File: src/rtl/dpm_pkg.sv
// How it works
// - Sync activity encodes on, standby, suspend and off for the monitor.
// - Horizontal hold bit freezes horizontal sync at misc bit 6 polarity.
// - Vertical hold bit freezes vertical sync at misc bit 7 polarity.
// - Either hold bit powers the palette DAC down, video at blank.
// - Suspend bit gates off video pixel clock and memory clock.
// - In suspend DRAM refresh keeps running and the DAC is powered down.
// - In suspend host gets no display memory or palette access.
// - Access-disable bit blocks host memory and screen refresh, clocks run.
// - Low-power state keeps memory: 3.47 MHz video, 5 refreshes per 4.6 us.
// - In low-power state host gets no display memory or palette access.
// - Writing 04h to memory clock register lowers memory clock to 7.14 MHz.
`default_nettype none

package dpm_pkg;

  // ****************************************************************
  // Bus widths
  // ****************************************************************
  localparam int ADDR_W = 8;
  localparam int DATA_W = 16;
  localparam int ACC_W = 17;

  // ****************************************************************
  // Register offsets (byte addresses)
  // ****************************************************************
  localparam logic [7:0] OFS_POWER_CONTROL = 8'h00;
  localparam logic [7:0] OFS_MISC_OUTPUT = 8'h04;
  localparam logic [7:0] OFS_CLOCKING_MODE = 8'h08;
  localparam logic [7:0] OFS_CLK0_NUMERATOR = 8'h0c;
  localparam logic [7:0] OFS_CLK0_DENOMINATOR = 8'h10;
  localparam logic [7:0] OFS_VRETRACE_END = 8'h14;
  localparam logic [7:0] OFS_HTOTAL = 8'h18;
  localparam logic [7:0] OFS_HDISPLAY_END = 8'h1c;
  localparam logic [7:0] OFS_HSYNC_START = 8'h20;
  localparam logic [7:0] OFS_HSYNC_END = 8'h24;
  localparam logic [7:0] OFS_MEMORY_CLOCK = 8'h28;
  localparam logic [7:0] OFS_STATUS = 8'h2c;

  // ****************************************************************
  // Field positions
  // ****************************************************************
  localparam int PC_HOLD_H = 1;
  localparam int PC_HOLD_V = 2;
  localparam int PC_SUSPEND = 3;
  localparam int PC_ACCESS_OFF = 4;
  localparam logic [7:0] PC_MASK = 8'h1e;
  localparam int MISC_HPOL = 6;
  localparam int MISC_VPOL = 7;
  localparam int MISC_CLKSEL_LO = 2;
  localparam int ST_SUSPEND = 0;
  localparam int ST_LOW_POWER = 1;
  localparam int ST_BLOCKED = 2;
  localparam int ST_DAC_DOWN = 3;
  localparam int ST_LEVEL_LO = 4;
  localparam int ST_SEQ_ERR = 6;
  localparam int ST_MCLK_LOW = 7;

  // ****************************************************************
  // Reset values
  // ****************************************************************
  localparam logic [7:0] RST_BYTE = 8'h00;
  localparam logic [15:0] RST_WORD = 16'h0000;

  // ****************************************************************
  // Low-power programming values recognised by the block
  // ****************************************************************
  localparam logic [7:0] LP_CLOCKING_MODE = 8'h29;
  localparam logic [1:0] LP_CLKSEL = 2'h0;
  localparam logic [15:0] LP_NUMERATOR = 16'h020f;
  localparam logic [7:0] LP_DENOMINATOR = 8'h3f;
  localparam logic [7:0] LP_VRETRACE_END = 8'h40;
  localparam logic [7:0] LP_HTOTAL = 8'h09;
  localparam logic [7:0] LP_HDISPLAY_END = 8'h02;
  localparam logic [7:0] LP_HSYNC_START = 8'h03;
  localparam logic [7:0] LP_HSYNC_END = 8'h02;
  localparam logic [7:0] LP_MEMORY_CLOCK = 8'h04;

  // ****************************************************************
  // Timing: 125 MHz reference, rates in kHz, times in ns
  // ****************************************************************
  localparam int CLK_PERIOD_NS = 8;
  localparam int CLK_KHZ = 125000;
  localparam int VIDEO_LOW_KHZ = 3470;
  localparam int MEMORY_LOW_KHZ = 7140;
  localparam int RATE_MOD = CLK_KHZ / 10;
  localparam logic [ACC_W-1:0] ACC_MOD = ACC_W'(RATE_MOD);
  localparam logic [ACC_W-1:0] STEP_FULL = ACC_W'(RATE_MOD);
  localparam logic [ACC_W-1:0] STEP_VIDEO_LOW = ACC_W'(VIDEO_LOW_KHZ / 10);
  localparam logic [ACC_W-1:0] STEP_MEMORY_LOW = ACC_W'(MEMORY_LOW_KHZ / 10);
  localparam int REFRESH_PERIOD_NS = 4600;
  localparam int REFRESH_PERIOD_CYC = REFRESH_PERIOD_NS / CLK_PERIOD_NS;
  localparam int REFRESH_BURST = 5;
  localparam int RCNT_W = 10;
  localparam logic [RCNT_W-1:0] RCNT_LAST = RCNT_W'(REFRESH_PERIOD_CYC - 1);
  localparam logic [2:0] BURST_LEN = 3'(REFRESH_BURST);

  // ****************************************************************
  // Monitor power levels shown by the syncs
  // ****************************************************************
  typedef enum logic [1:0] {
    DPM_LVL_ON,
    DPM_LVL_STANDBY,
    DPM_LVL_SUSPEND,
    DPM_LVL_OFF
  } dpm_level_type;

endpackage

`default_nettype wire

File: src/rtl/dpm_rate_if.sv
`default_nettype none

// Rate request from the controller and tick back from the generator
interface dpm_rate_if;
  import dpm_pkg::*;
  logic run;
  logic [ACC_W-1:0] step;
  logic tick;
  modport ctrl (output run, output step, input tick);
  modport gen (input run, input step, output tick);
endinterface

`default_nettype wire

File: src/rtl/dpm_rate_gen.sv
`default_nettype none

// Fractional clock enable: tick rate is step over the modulus of the clock
module dpm_rate_gen (
  input wire logic ref_clk,
  input wire logic srst,
  dpm_rate_if.gen rate
);
  import dpm_pkg::*;

  logic [ACC_W-1:0] acc_q;
  logic [ACC_W:0] sum;
  logic tick_q;

  assign sum = {1'b0, acc_q} + {1'b0, rate.step};
  assign rate.tick = tick_q;

  // Accumulate; a stopped generator forgets its phase on purpose
  always_ff @(posedge ref_clk) begin
    if (srst || !rate.run) begin
      acc_q <= '0;
      tick_q <= 1'b0;
    end else if (sum >= {1'b0, ACC_MOD}) begin
      acc_q <= ACC_W'(sum - {1'b0, ACC_MOD});
      tick_q <= 1'b1;
    end else begin
      acc_q <= sum[ACC_W-1:0];
      tick_q <= 1'b0;
    end
  end
endmodule

`default_nettype wire

File: src/rtl/dpm_top.sv
`default_nettype none

module dpm_top (
  input wire logic ref_clk,
  input wire logic srst,
  input wire logic [dpm_pkg::ADDR_W-1:0] reg_addr,
  input wire logic [dpm_pkg::DATA_W-1:0] reg_wdata,
  input wire logic reg_wr,
  input wire logic reg_rd,
  output logic [dpm_pkg::DATA_W-1:0] reg_rdata,
  input wire logic hsync_in,
  input wire logic vsync_in,
  output logic hsync_out,
  output logic vsync_out,
  output logic [1:0] dpms_level,
  output logic dac_power_down,
  output logic video_clk_en,
  output logic mem_clk_en,
  output logic dram_refresh,
  output logic screen_refresh_en,
  input wire logic host_mem_req,
  output logic host_mem_grant,
  input wire logic palette_req,
  output logic palette_grant
);
  import dpm_pkg::*;

  // ****************************************************************
  // Register storage
  // ****************************************************************
  logic [7:0] power_control_reg_q;
  logic [7:0] misc_output_reg_alias_q;
  logic [7:0] clocking_mode_reg_q;
  logic [15:0] clock_zero_numerator_reg_q;
  logic [7:0] clock_zero_denominator_reg_q;
  logic [7:0] vertical_retrace_end_reg_q;
  logic [7:0] horizontal_total_reg_q;
  logic [7:0] horizontal_display_end_reg_q;
  logic [7:0] horizontal_sync_start_reg_q;
  logic [7:0] horizontal_sync_end_reg_q;
  logic [7:0] memory_clock_reg_q;
  logic seq_err_q;
  logic [DATA_W-1:0] rdata_d;

  // ****************************************************************
  // Derived power state
  // ****************************************************************
  logic hold_h;
  logic hold_v;
  logic suspend;
  logic access_off;
  logic low_power;
  logic mclk_low;
  logic blocked;
  logic dac_down;
  dpm_level_type level;
  logic [7:0] status_byte;

  // ****************************************************************
  // Refresh pacing
  // ****************************************************************
  logic [RCNT_W-1:0] rcnt_q;
  logic [2:0] burst_q;

  // ****************************************************************
  // Clock enable generators
  // ****************************************************************
  dpm_rate_if video_rate ();
  dpm_rate_if memory_rate ();

  dpm_rate_gen u_video_rate (
    .ref_clk(ref_clk),
    .srst(srst),
    .rate(video_rate.gen)
  );

  dpm_rate_gen u_memory_rate (
    .ref_clk(ref_clk),
    .srst(srst),
    .rate(memory_rate.gen)
  );

  // Control bits pulled out of the power control register
  assign hold_h = power_control_reg_q[PC_HOLD_H];
  assign hold_v = power_control_reg_q[PC_HOLD_V];
  assign suspend = power_control_reg_q[PC_SUSPEND];
  assign access_off = power_control_reg_q[PC_ACCESS_OFF];

  // Low-power state is recognised from the programmed timing set, so a
  // host that writes any step differently simply stays in full operation
  assign low_power = (clocking_mode_reg_q == LP_CLOCKING_MODE) &&
    (misc_output_reg_alias_q[MISC_CLKSEL_LO +: 2] == LP_CLKSEL) &&
    (clock_zero_numerator_reg_q == LP_NUMERATOR) &&
    (clock_zero_denominator_reg_q == LP_DENOMINATOR) &&
    (vertical_retrace_end_reg_q == LP_VRETRACE_END) &&
    (horizontal_total_reg_q == LP_HTOTAL) &&
    (horizontal_display_end_reg_q == LP_HDISPLAY_END) &&
    (horizontal_sync_start_reg_q == LP_HSYNC_START) &&
    (horizontal_sync_end_reg_q == LP_HSYNC_END);

  // Reduced memory clock is independent of the other low-power steps
  assign mclk_low = (memory_clock_reg_q == LP_MEMORY_CLOCK);

  // Host memory path is closed by any of the three power-saving conditions
  assign blocked = suspend || access_off || low_power;

  // DAC off whenever a sync is frozen or the clocks are stopped
  assign dac_down = hold_h || hold_v || suspend;

  // Monitor level follows which syncs are frozen
  always_comb begin
    unique case ({hold_v, hold_h})
      2'b00: level = DPM_LVL_ON;
      2'b01: level = DPM_LVL_STANDBY;
      2'b10: level = DPM_LVL_SUSPEND;
      2'b11: level = DPM_LVL_OFF;
    endcase
  end

  // Video clock: stopped in suspend, slowed in low-power state
  assign video_rate.run = !suspend;
  assign video_rate.step = low_power ? STEP_VIDEO_LOW : STEP_FULL;

  // Memory clock: stopped in suspend, slowed when programmed low
  assign memory_rate.run = !suspend;
  assign memory_rate.step = mclk_low ? STEP_MEMORY_LOW : STEP_FULL;

  // ****************************************************************
  // Register writes
  // ****************************************************************

  // Power control; only the four documented bits are kept
  always_ff @(posedge ref_clk) begin
    if (srst) begin
      power_control_reg_q <= RST_BYTE;
    end else if (reg_wr && reg_addr == OFS_POWER_CONTROL) begin
      power_control_reg_q <= reg_wdata[7:0] & PC_MASK;
    end
  end

  // Sync polarity and clock select
  always_ff @(posedge ref_clk) begin
    if (srst) begin
      misc_output_reg_alias_q <= RST_BYTE;
    end else if (reg_wr && reg_addr == OFS_MISC_OUTPUT) begin
      misc_output_reg_alias_q <= reg_wdata[7:0];
    end
  end

  // Clock and timing set that defines the low-power state, plus the memory clock
  always_ff @(posedge ref_clk) begin
    if (srst) begin
      clocking_mode_reg_q <= RST_BYTE;
      clock_zero_numerator_reg_q <= RST_WORD;
      clock_zero_denominator_reg_q <= RST_BYTE;
      vertical_retrace_end_reg_q <= RST_BYTE;
      horizontal_total_reg_q <= RST_BYTE;
      horizontal_display_end_reg_q <= RST_BYTE;
      horizontal_sync_start_reg_q <= RST_BYTE;
      horizontal_sync_end_reg_q <= RST_BYTE;
      memory_clock_reg_q <= RST_BYTE;
    end else if (reg_wr) begin
      unique case (reg_addr)
        OFS_CLOCKING_MODE: clocking_mode_reg_q <= reg_wdata[7:0];
        OFS_CLK0_NUMERATOR: clock_zero_numerator_reg_q <= reg_wdata;
        OFS_CLK0_DENOMINATOR: clock_zero_denominator_reg_q <= reg_wdata[7:0];
        OFS_VRETRACE_END: vertical_retrace_end_reg_q <= reg_wdata[7:0];
        OFS_HTOTAL: horizontal_total_reg_q <= reg_wdata[7:0];
        OFS_HDISPLAY_END: horizontal_display_end_reg_q <= reg_wdata[7:0];
        OFS_HSYNC_START: horizontal_sync_start_reg_q <= reg_wdata[7:0];
        OFS_HSYNC_END: horizontal_sync_end_reg_q <= reg_wdata[7:0];
        OFS_MEMORY_CLOCK: memory_clock_reg_q <= reg_wdata[7:0];
        default: ;
      endcase
    end
  end

  // Ordering watchdog: suspend without access-disable is flagged.
  // Hardware set wins over a software write-one clear in the same cycle.
  always_ff @(posedge ref_clk) begin
    if (srst) begin
      seq_err_q <= 1'b0;
    end else if (suspend && !access_off) begin
      seq_err_q <= 1'b1;
    end else if (reg_wr && reg_addr == OFS_STATUS &&
                 reg_wdata[ST_SEQ_ERR]) begin
      seq_err_q <= 1'b0;
    end
  end

  // ****************************************************************
  // Register reads
  // ****************************************************************

  // Status gathers the live power state for software
  always_comb begin
    status_byte = 8'h00;
    status_byte[ST_SUSPEND] = suspend;
    status_byte[ST_LOW_POWER] = low_power;
    status_byte[ST_BLOCKED] = blocked;
    status_byte[ST_DAC_DOWN] = dac_down;
    status_byte[ST_LEVEL_LO +: 2] = level;
    status_byte[ST_SEQ_ERR] = seq_err_q;
    status_byte[ST_MCLK_LOW] = mclk_low;
  end

  // Read mux; unmapped offsets read zero
  always_comb begin
    rdata_d = RST_WORD;
    unique case (reg_addr)
      OFS_POWER_CONTROL: rdata_d = {8'h00, power_control_reg_q};
      OFS_MISC_OUTPUT: rdata_d = {8'h00, misc_output_reg_alias_q};
      OFS_CLOCKING_MODE: rdata_d = {8'h00, clocking_mode_reg_q};
      OFS_CLK0_NUMERATOR: rdata_d = clock_zero_numerator_reg_q;
      OFS_CLK0_DENOMINATOR: rdata_d = {8'h00, clock_zero_denominator_reg_q};
      OFS_VRETRACE_END: rdata_d = {8'h00, vertical_retrace_end_reg_q};
      OFS_HTOTAL: rdata_d = {8'h00, horizontal_total_reg_q};
      OFS_HDISPLAY_END: rdata_d = {8'h00, horizontal_display_end_reg_q};
      OFS_HSYNC_START: rdata_d = {8'h00, horizontal_sync_start_reg_q};
      OFS_HSYNC_END: rdata_d = {8'h00, horizontal_sync_end_reg_q};
      OFS_MEMORY_CLOCK: rdata_d = {8'h00, memory_clock_reg_q};
      OFS_STATUS: rdata_d = {8'h00, status_byte};
      default: rdata_d = RST_WORD;
    endcase
  end

  // Read data stand for exactly the cycle after the strobe
  always_ff @(posedge ref_clk) begin
    if (srst) begin
      reg_rdata <= RST_WORD;
    end else if (reg_rd) begin
      reg_rdata <= rdata_d;
    end else begin
      reg_rdata <= RST_WORD;
    end
  end

  // ****************************************************************
  // Sync outputs toward the monitor
  // ****************************************************************

  // Frozen sync sits at its programmed polarity
  always_ff @(posedge ref_clk) begin
    if (srst) begin
      hsync_out <= 1'b0;
      vsync_out <= 1'b0;
    end else begin
      hsync_out <= hold_h ? misc_output_reg_alias_q[MISC_HPOL] : hsync_in;
      vsync_out <= hold_v ? misc_output_reg_alias_q[MISC_VPOL] : vsync_in;
    end
  end

  // Level and DAC state registered with the syncs so they move together
  always_ff @(posedge ref_clk) begin
    if (srst) begin
      dpms_level <= DPM_LVL_ON;
      dac_power_down <= 1'b0;
    end else begin
      dpms_level <= level;
      dac_power_down <= dac_down;
    end
  end

  // ****************************************************************
  // Clock enables and screen refresh
  // ****************************************************************

  // Enables come straight from the generators, which are held in suspend
  assign video_clk_en = video_rate.tick;
  assign mem_clk_en = memory_rate.tick;

  // Screen refresh stops with access-disable or suspend; oscillators
  // themselves keep running under access-disable alone
  always_ff @(posedge ref_clk) begin
    if (srst) begin
      screen_refresh_en <= 1'b1;
    end else begin
      screen_refresh_en <= !(access_off || suspend);
    end
  end

  // ****************************************************************
  // DRAM refresh: five requests at the start of each 4.6 us window.
  // Runs on the reference clock so it survives suspend; this is the
  // slowest pace that still keeps memory, used in every state.
  // ****************************************************************
  always_ff @(posedge ref_clk) begin
    if (srst) begin
      rcnt_q <= '0;
    end else if (rcnt_q == RCNT_LAST) begin
      rcnt_q <= '0;
    end else begin
      rcnt_q <= rcnt_q + RCNT_W'(1);
    end
  end

  // Burst counter loads at window start and drains one per cycle
  always_ff @(posedge ref_clk) begin
    if (srst) begin
      burst_q <= '0;
    end else if (rcnt_q == RCNT_LAST) begin
      burst_q <= BURST_LEN;
    end else if (burst_q != 3'h0) begin
      burst_q <= burst_q - 3'h1;
    end
  end

  assign dram_refresh = (burst_q != 3'h0);

  // ****************************************************************
  // Host access gates
  // ****************************************************************

  // Grants are combinational; memory requests in suspend, access-disable or low power are refused, palette only in suspend or low power
  assign host_mem_grant = host_mem_req && !blocked;
  assign palette_grant = palette_req && !(suspend || low_power);

endmodule

`default_nettype wire

File: config.mk
export PLATFORM = sky130hd
export DESIGN_NAME = dpm_top
export DESIGN_NICKNAME = d
export VERILOG_FILES = /design/src/rtl/dpm_pkg.sv /design/src/rtl/dpm_rate_if.sv /design/src/rtl/dpm_rate_gen.sv /design/src/rtl/dpm_top.sv
export SDC_FILE = /design/constraint.sdc
export NUM_CORES = 1
export LEC_CHECK = 0
export BUFFER_PORTS_ARGS = -buffer_cell sky130_fd_sc_hd__buf_2
export CORE_MARGIN = 1
export CORE_UTILIZATION = 41
export CTS_CLUSTER_SIZE = 20
export DETAILED_ROUTE_END_ITERATION = 10
export GPL_TIMING_DRIVEN = 0
export PLACE_DENSITY = 0.67
export REMOVE_ABC_BUFFERS = 1
export SYNTH_ARGS = -nofsm -noshare
export SYNTH_HDL_FRONTEND = slang
export SYNTH_HIERARCHICAL = 1
export SYNTH_SLANG_ARGS = --single-unit
File: constraint.sdc
create_clock -name ref_clk -period 4.89 [get_ports ref_clk]
set_clock_uncertainty 0.05 [all_clocks]
set_input_delay 0.978 -clock ref_clk [delete_from_list [all_inputs] [get_ports ref_clk]]
set_output_delay 0.978 -clock ref_clk [all_outputs]
set_load 0.01 [all_outputs]
==> metrics.txt, run 1 <==
CTS sink count around 160; Synth Cell Area 10030 um^2; largest net degree at the start of global routing 72; initial antenna violation count 0; Comb pwr share ~47%; Period minus WS final 4.814 ns; FF-to-FF End u_video_rate/acc_q[10]; pre-CTS setup slack -0.2842 ns; I/O pin cnt 59; Area growth syn-to-layout 11.50%; Hold Crit Start clock_zero_numerator_reg_q[8]; CP startpoint kind register; Mapped Cells between 1000 and 1500; die height 158.4 um; Clock Path Buffers 2; status finished, final reports clean; drt wl/cell 17.27 um; Least-Margin Pin Slew ~1.2 ns; vias in the first global route 8085; overall die width around 160 um; NetSw 0.002280 W; Setup CP Type reg2reg; worst reg2reg path startpoint horizontal_display_end_reg_q[2]; count of final setup violators 0; number of port buffers 58; antenna viol nets, final 0; final WL 25850 um; nets@finish 1241; f_max 207.7 MHz; Via density 5.767; Post-synth EDFFs 0; ys async rst share 0%; largest cells by area after synthesis dfxtp_1, mux2i_1, ha_1; Final Hold Fails 0; switch share 41.52%; core area roughly 24000 um^2; gpl congestion 0.8873; synth unique cells around 120; setup_tns 0 ns; CTS Hold Bufs 0; Worst Path Required roughly 5 ns; share of layout cells above drive strength 1 around 16%; hpwl dp ~18000 um; count leader, synth dfxtp_1; worst hold endpoint clock_zero_numerator_reg_q[8]; RSZ-0062 raised after global routing true; clock latency on the worst-skew pair 0.44 ns; clk slew on worst S/H paths 0.08 ns; IR Drop Worst-Case VDD ~0.22 mV; DRC 0; full die area 25090 um^2; first-pass GRT wire length 41760 um; pwr/cell area 491.0 nW/um^2; end-of-flow core utilization 47.08%; Yosys top cell by area dfxtp_1; vias 8633; initial drt markers 857; Power Total 0.005491 W; relative slew slack 21.57%; clk root buf clkbuf_16; Inserted Diodes 0; Cell Int Power 0.003211 W; dominant synthesized flop cell dfxtp_1; critical path peak fanout 12; Yosys top cell area share 32.74%; Initial Util 42.22%; Hold Path Cell Cnt 2; Synth Area per Inst 8.883 um^2; Final period util 98.44%; CP arrival 5.08 ns; Final WS setup 0.07638 ns; Clk pwr share 25.8%; total grt overflow 0; Site Rows 56; R2R setup slack 0.08 ns; Hold WC Path Type reg2reg; H-Tree Depth 4; Yosys reg bits 164; P_leak 4.721 nW; Slew Viols, Final 0; register area share after synthesis 32.74%; CTS Buf Count 17; CTS tree yes; Ys Warns 6; Post-synth top cells dfxtp_1, nor2_1, nand2_1; DRT Pass-1 Iters 5; maxcap violations 0; Worst setup EP type register; GR Util All Layers 21.20%; part of the power in registers 27.3%; reg2reg path depth 15
-- stage by stage --
stage / hold slack (ns) / std cells / instance area (um^2)
CTS: 0.4246 / 1494 / 11120
floorplan: 0.3843 / 1083 / 9713
global placement: 0.4075 / 1460 / 10400
global route: 0.4380 / 1497 / 11180
detailed placement: 0.4120 / 1461 / 10430
finish: 0.4235 / 1497 / 11180
-- what timing repair did --
action / CTS / global route
setup buffers: 0 / 3
pin swaps: 1 / 4
gates resized for setup: 3 / 7
endpoints found under the setup margin: 13 / 14
gates cloned: 1 / 0
-- how the worst max path moves through the flow --
stage                                         start                endpoint  slack (ns)  depth (start not counted)
finish              horizontal_display_end_reg_q[2]  u_video_rate/acc_q[10]        0.08                         15
CTS                 horizontal_display_end_reg_q[2]  u_video_rate/acc_q[10]       0.008                         14
detailed placement   horizontal_sync_start_reg_q[7]  u_video_rate/acc_q[10]       -0.28                         15
global placement     horizontal_sync_start_reg_q[7]  u_video_rate/acc_q[10]       -0.24                         15
floorplan              horizontal_sync_end_reg_q[0]   u_video_rate/acc_q[5]        0.64                         13
global route         horizontal_sync_start_reg_q[1]  u_video_rate/acc_q[10]       -0.17                         15
-- critical path, stage by stage (launching register included) --
cell and delay, ns:
dfxtp_1 0.37, nor4_1 0.33, nand4_1 0.28, nor4_2 0.44, and3_4 0.31, inv_1 0.13
ha_1 0.41, a21o_1 0.24, a311o_1 0.41, a22oi_4 0.32, mux2i_4 0.32, nand4bb_4 0.23
a2111oi_4 0.06, buf_4 0.19, or3_1 0.34, a21oi_1 0.26
-- sequential cells by signal, indices dropped and copies added, names as in the netlist, 8 cells and up --
signal,count
clock_zero_numerator_reg_q,16
horizontal_display_end_reg_q,8
misc_output_reg_alias_q,8
rcnt_q,10
u_video_rate/acc_q,17
u_memory_rate/acc_q,17
reg_rdata,16
clocking_mode_reg_q,8
vertical_retrace_end_reg_q,8
horizontal_sync_start_reg_q,8
memory_clock_reg_q,8
horizontal_total_reg_q,8
horizontal_sync_end_reg_q,8
clock_zero_denominator_reg_q,8
-- cells by family (layout without fill, tap and decap cells) --
kind of cell | count (synthesis) | after routing | share of synthesized area [%]
other | 2 | 19 | 0.07489
buffers and inverters | 81 | 112 | 4.454
and+or+nand+nor | 441 | 441 | 24.52
adders and majority gates | 44 | 44 | 5.639
xor gates and xnor gates | 27 | 27 | 2.620
muxes | 103 | 103 | 10.90
AOI/OAI and AO/OA | 267 | 268 | 19.05
DFF | 164 | 164 | 32.74
-- layer usage --
| metal | vias up | wire length, um | global-route usage, % |
|---|---|---|---|
| li1 | 4230 | - | - |
| met1 | 4078 | 11770 | 28.81 |
| met2 | 283 | 11780 | 34.02 |
| met3 | 42 | 1835 | 4.110 |
| met4 | 0 | 461 | 5.815 |
| met5 | - | 0 | 0 |
-- cell type report --
class	instances	area, um^2
clock buffer	17	425.4
fill	2234	12570
sequential	164	3283
tap	319	399.1
clock inverter	15	216.5
inverter	18	67.56
multi-input combinational	902	6447
timing repair buffer	62	342.8
-- power by group through the flow --
stage,Combinational (W),Sequential (W),Clock [W]
final,0.00257,0.00150,0.00142
after global routing,0.00284,0.00151,0.00150
after CTS,0.00251,0.00150,0.00145
after detailed placement,0.00243,0.00153,0
after global placement,0.00239,0.00153,0
after floorplan,0.00197,0.00152,0
-- cells in the final DEF, fill, tap and decap left out, drive strengths merged, types with 6 or more instances in the layout --
cell	netlist	routed
a2111oi	5	6
a211oi	16	16
a21oi	89	89
a22o	9	9
a22oi	14	14
and2	22	22
and3	7	7
buf	30	62
clkbuf	32	17
clkinv	1	9
conb	2	19
dfxtp	164	164
ha	42	42
inv	17	24
mux2	10	10
mux2i	89	89
nand2	101	101
nand2b	20	20
nand3	32	32
nand4	23	23
nor2	121	121
nor2b	12	12
nor3	18	18
nor4	19	19
nor4b	13	13
o211a	8	8
o211ai	13	13
o21ai	46	46
or2	9	9
or3	14	14
xnor2	14	14
xor2	13	13
No activity file was read; power rests on OpenSTA's default activity.
==> run 2, diff against run 1 <==
- MAX_ROUTING_LAYER: unset -> met4
==> metrics.txt, run 2 (synthesis results as in run 1) <==
RSZ-0062 raised after global routing true; GR Util All Layers 21.85%; antenna viol nets, final 0; CP arrival 5.10 ns; gpl congestion 0.9032; CTS tree yes; count of final setup violators 0; core area 23750 um^2; maxcap violations 0; reg2reg path depth 15; critical path peak fanout 12; CTS Buf Count 17; Hold Path Cell Cnt 2; Largest regs u_memory_rate/acc_q: 17 flops, u_video_rate/acc_q: 17 flops; DRC 0; Initial Util 42.22%; die height 158.4 um; Final period util between 90% and 100%; Power Total 0.005487 W; CTS sink count 164; most frequent cells in the layout dfxtp_1, nor2_1, nand2_1; clk root buf clkbuf_16; DRT Pass-1 Iters 7; end-of-flow core utilization 47.08%; status finished, final reports clean; commonest non-fill, non-tap cell in the layout dfxtp_1; H-Tree Depth 4; Hold Crit Start clock_zero_numerator_reg_q[10]; R2R setup slack 0.06 ns; total grt overflow 0; overall die width 158.4 um; IR Drop Worst-Case VDD about 0.22 mV; CP startpoint kind register; Site Rows 56; first-pass GRT wire length 41780 um; clk slew on worst S/H paths around 0.09 ns; Slew Viols, Final 0; nets@finish 1241; Worst Path Required 5.16 ns; I/O pin cnt around 60; Area growth syn-to-layout 11.50%; clock latency on the worst-skew pair 0.44 ns; pwr/cell area a little under 500 nW/um^2; vias roughly 8700; drt wl/cell 17.30 um; Least-Margin Pin Slew 1.189 ns; worst reg2reg path startpoint horizontal_display_end_reg_q[2]; f_max around 210 MHz; relative slew slack 20.40%; Clock Path Buffers 2; largest net degree at the start of global routing 72; number of port buffers 58; Via density 5.823; vias in the first global route approximately 8100; Worst setup EP type register; hpwl dp 17820 um; FF-to-FF End u_video_rate/acc_q[10]; worst hold endpoint clock_zero_numerator_reg_q[10]; initial antenna violation count 0; Hold WC Path Type reg2reg; Inserted Diodes 0; Period minus WS final roughly 4.8 ns; share of layout cells above drive strength 1 roughly 16%; initial drt markers 794; Setup CP Type reg2reg; Final Hold Fails 0; final WL 25890 um; P_leak between 4 and 5 nW; full die area ~25000 um^2; fill count 2234
## run 2: power breakdown
part	leakage (nW)	internal (W)	switching (W)
Sequential	1.33	0.00146	0.0000421
Combinational	3.08	0.00104	0.00153
Clock	0.306	0.000713	0.000706
## run 2: how the worst max path moves through the flow
stage / startpoint / endpoint / cells past startpoint
floorplan: horizontal_sync_end_reg_q[0] / u_video_rate/acc_q[5] / 13
global placement: horizontal_sync_start_reg_q[7] / u_video_rate/acc_q[10] / 15
detailed placement: horizontal_sync_start_reg_q[7] / u_video_rate/acc_q[10] / 15
CTS: horizontal_display_end_reg_q[2] / u_video_rate/acc_q[10] / 14
global route: horizontal_sync_start_reg_q[1] / u_video_rate/acc_q[10] / 15
finish: horizontal_display_end_reg_q[2] / u_video_rate/acc_q[10] / 15
## run 2: cell type report
cell class                 instances  area [um^2]  area share [%]
multi-input combinational        902         6447           57.66
sequential                       164         3283           29.36
clock buffer                      17        425.4           3.804
tap                              319        399.1           3.569
timing repair buffer              62        342.8           3.066
clock inverter                    15        216.5           1.936
inverter                          18        67.56          0.6042
## run 2: worst max-delay path: stages (launching register included)
cell       delay [ns]
dfxtp_1          0.38
nor4_1           0.33
nand4_1          0.31
nor4_2           0.45
and3_4           0.31
inv_1            0.13
ha_1             0.41
a21o_1           0.23
a311o_1          0.40
a22oi_4          0.32
mux2i_4          0.32
nand4bb_4        0.23
a2111oi_4        0.06
buf_4            0.19
or3_1            0.34
a21oi_1          0.23
## run 2: repair_timing
action / 4_1_cts / 5_1_grt
buffers inserted: 0 / 3
cloned: 1 / 0
endpoints found under the setup margin: 13 / 14
hold buffers: 0 / 0
pin swaps: 1 / 4
gates resized for setup: 3 / 7
## run 2: per-layer routing
| layer | wire (um) | track usage (%) |
|---|---|---|
| met5 | 0 | - |
| met4 | 559 | 5.815 |
| met3 | 1991 | 4.192 |
| met2 | 11670 | 34.00 |
| met1 | 11670 | 28.86 |
## run 2: through the flow
step	instances	hold WS (ns)	TNS [ns]	setup slack [ns]	cell area, um^2
global route	1497	0.4380	-0.8886	-0.1744	11180
finish	1497	0.4238	0	0.06233	11180
detailed placement	1461	0.4120	-2.392	-0.2842	10430
global placement	1460	0.4075	-2.103	-0.2375	10400
floorplan	1083	0.3843	0	0.6445	9713
CTS	1494	0.4246	0	0.007828	11120
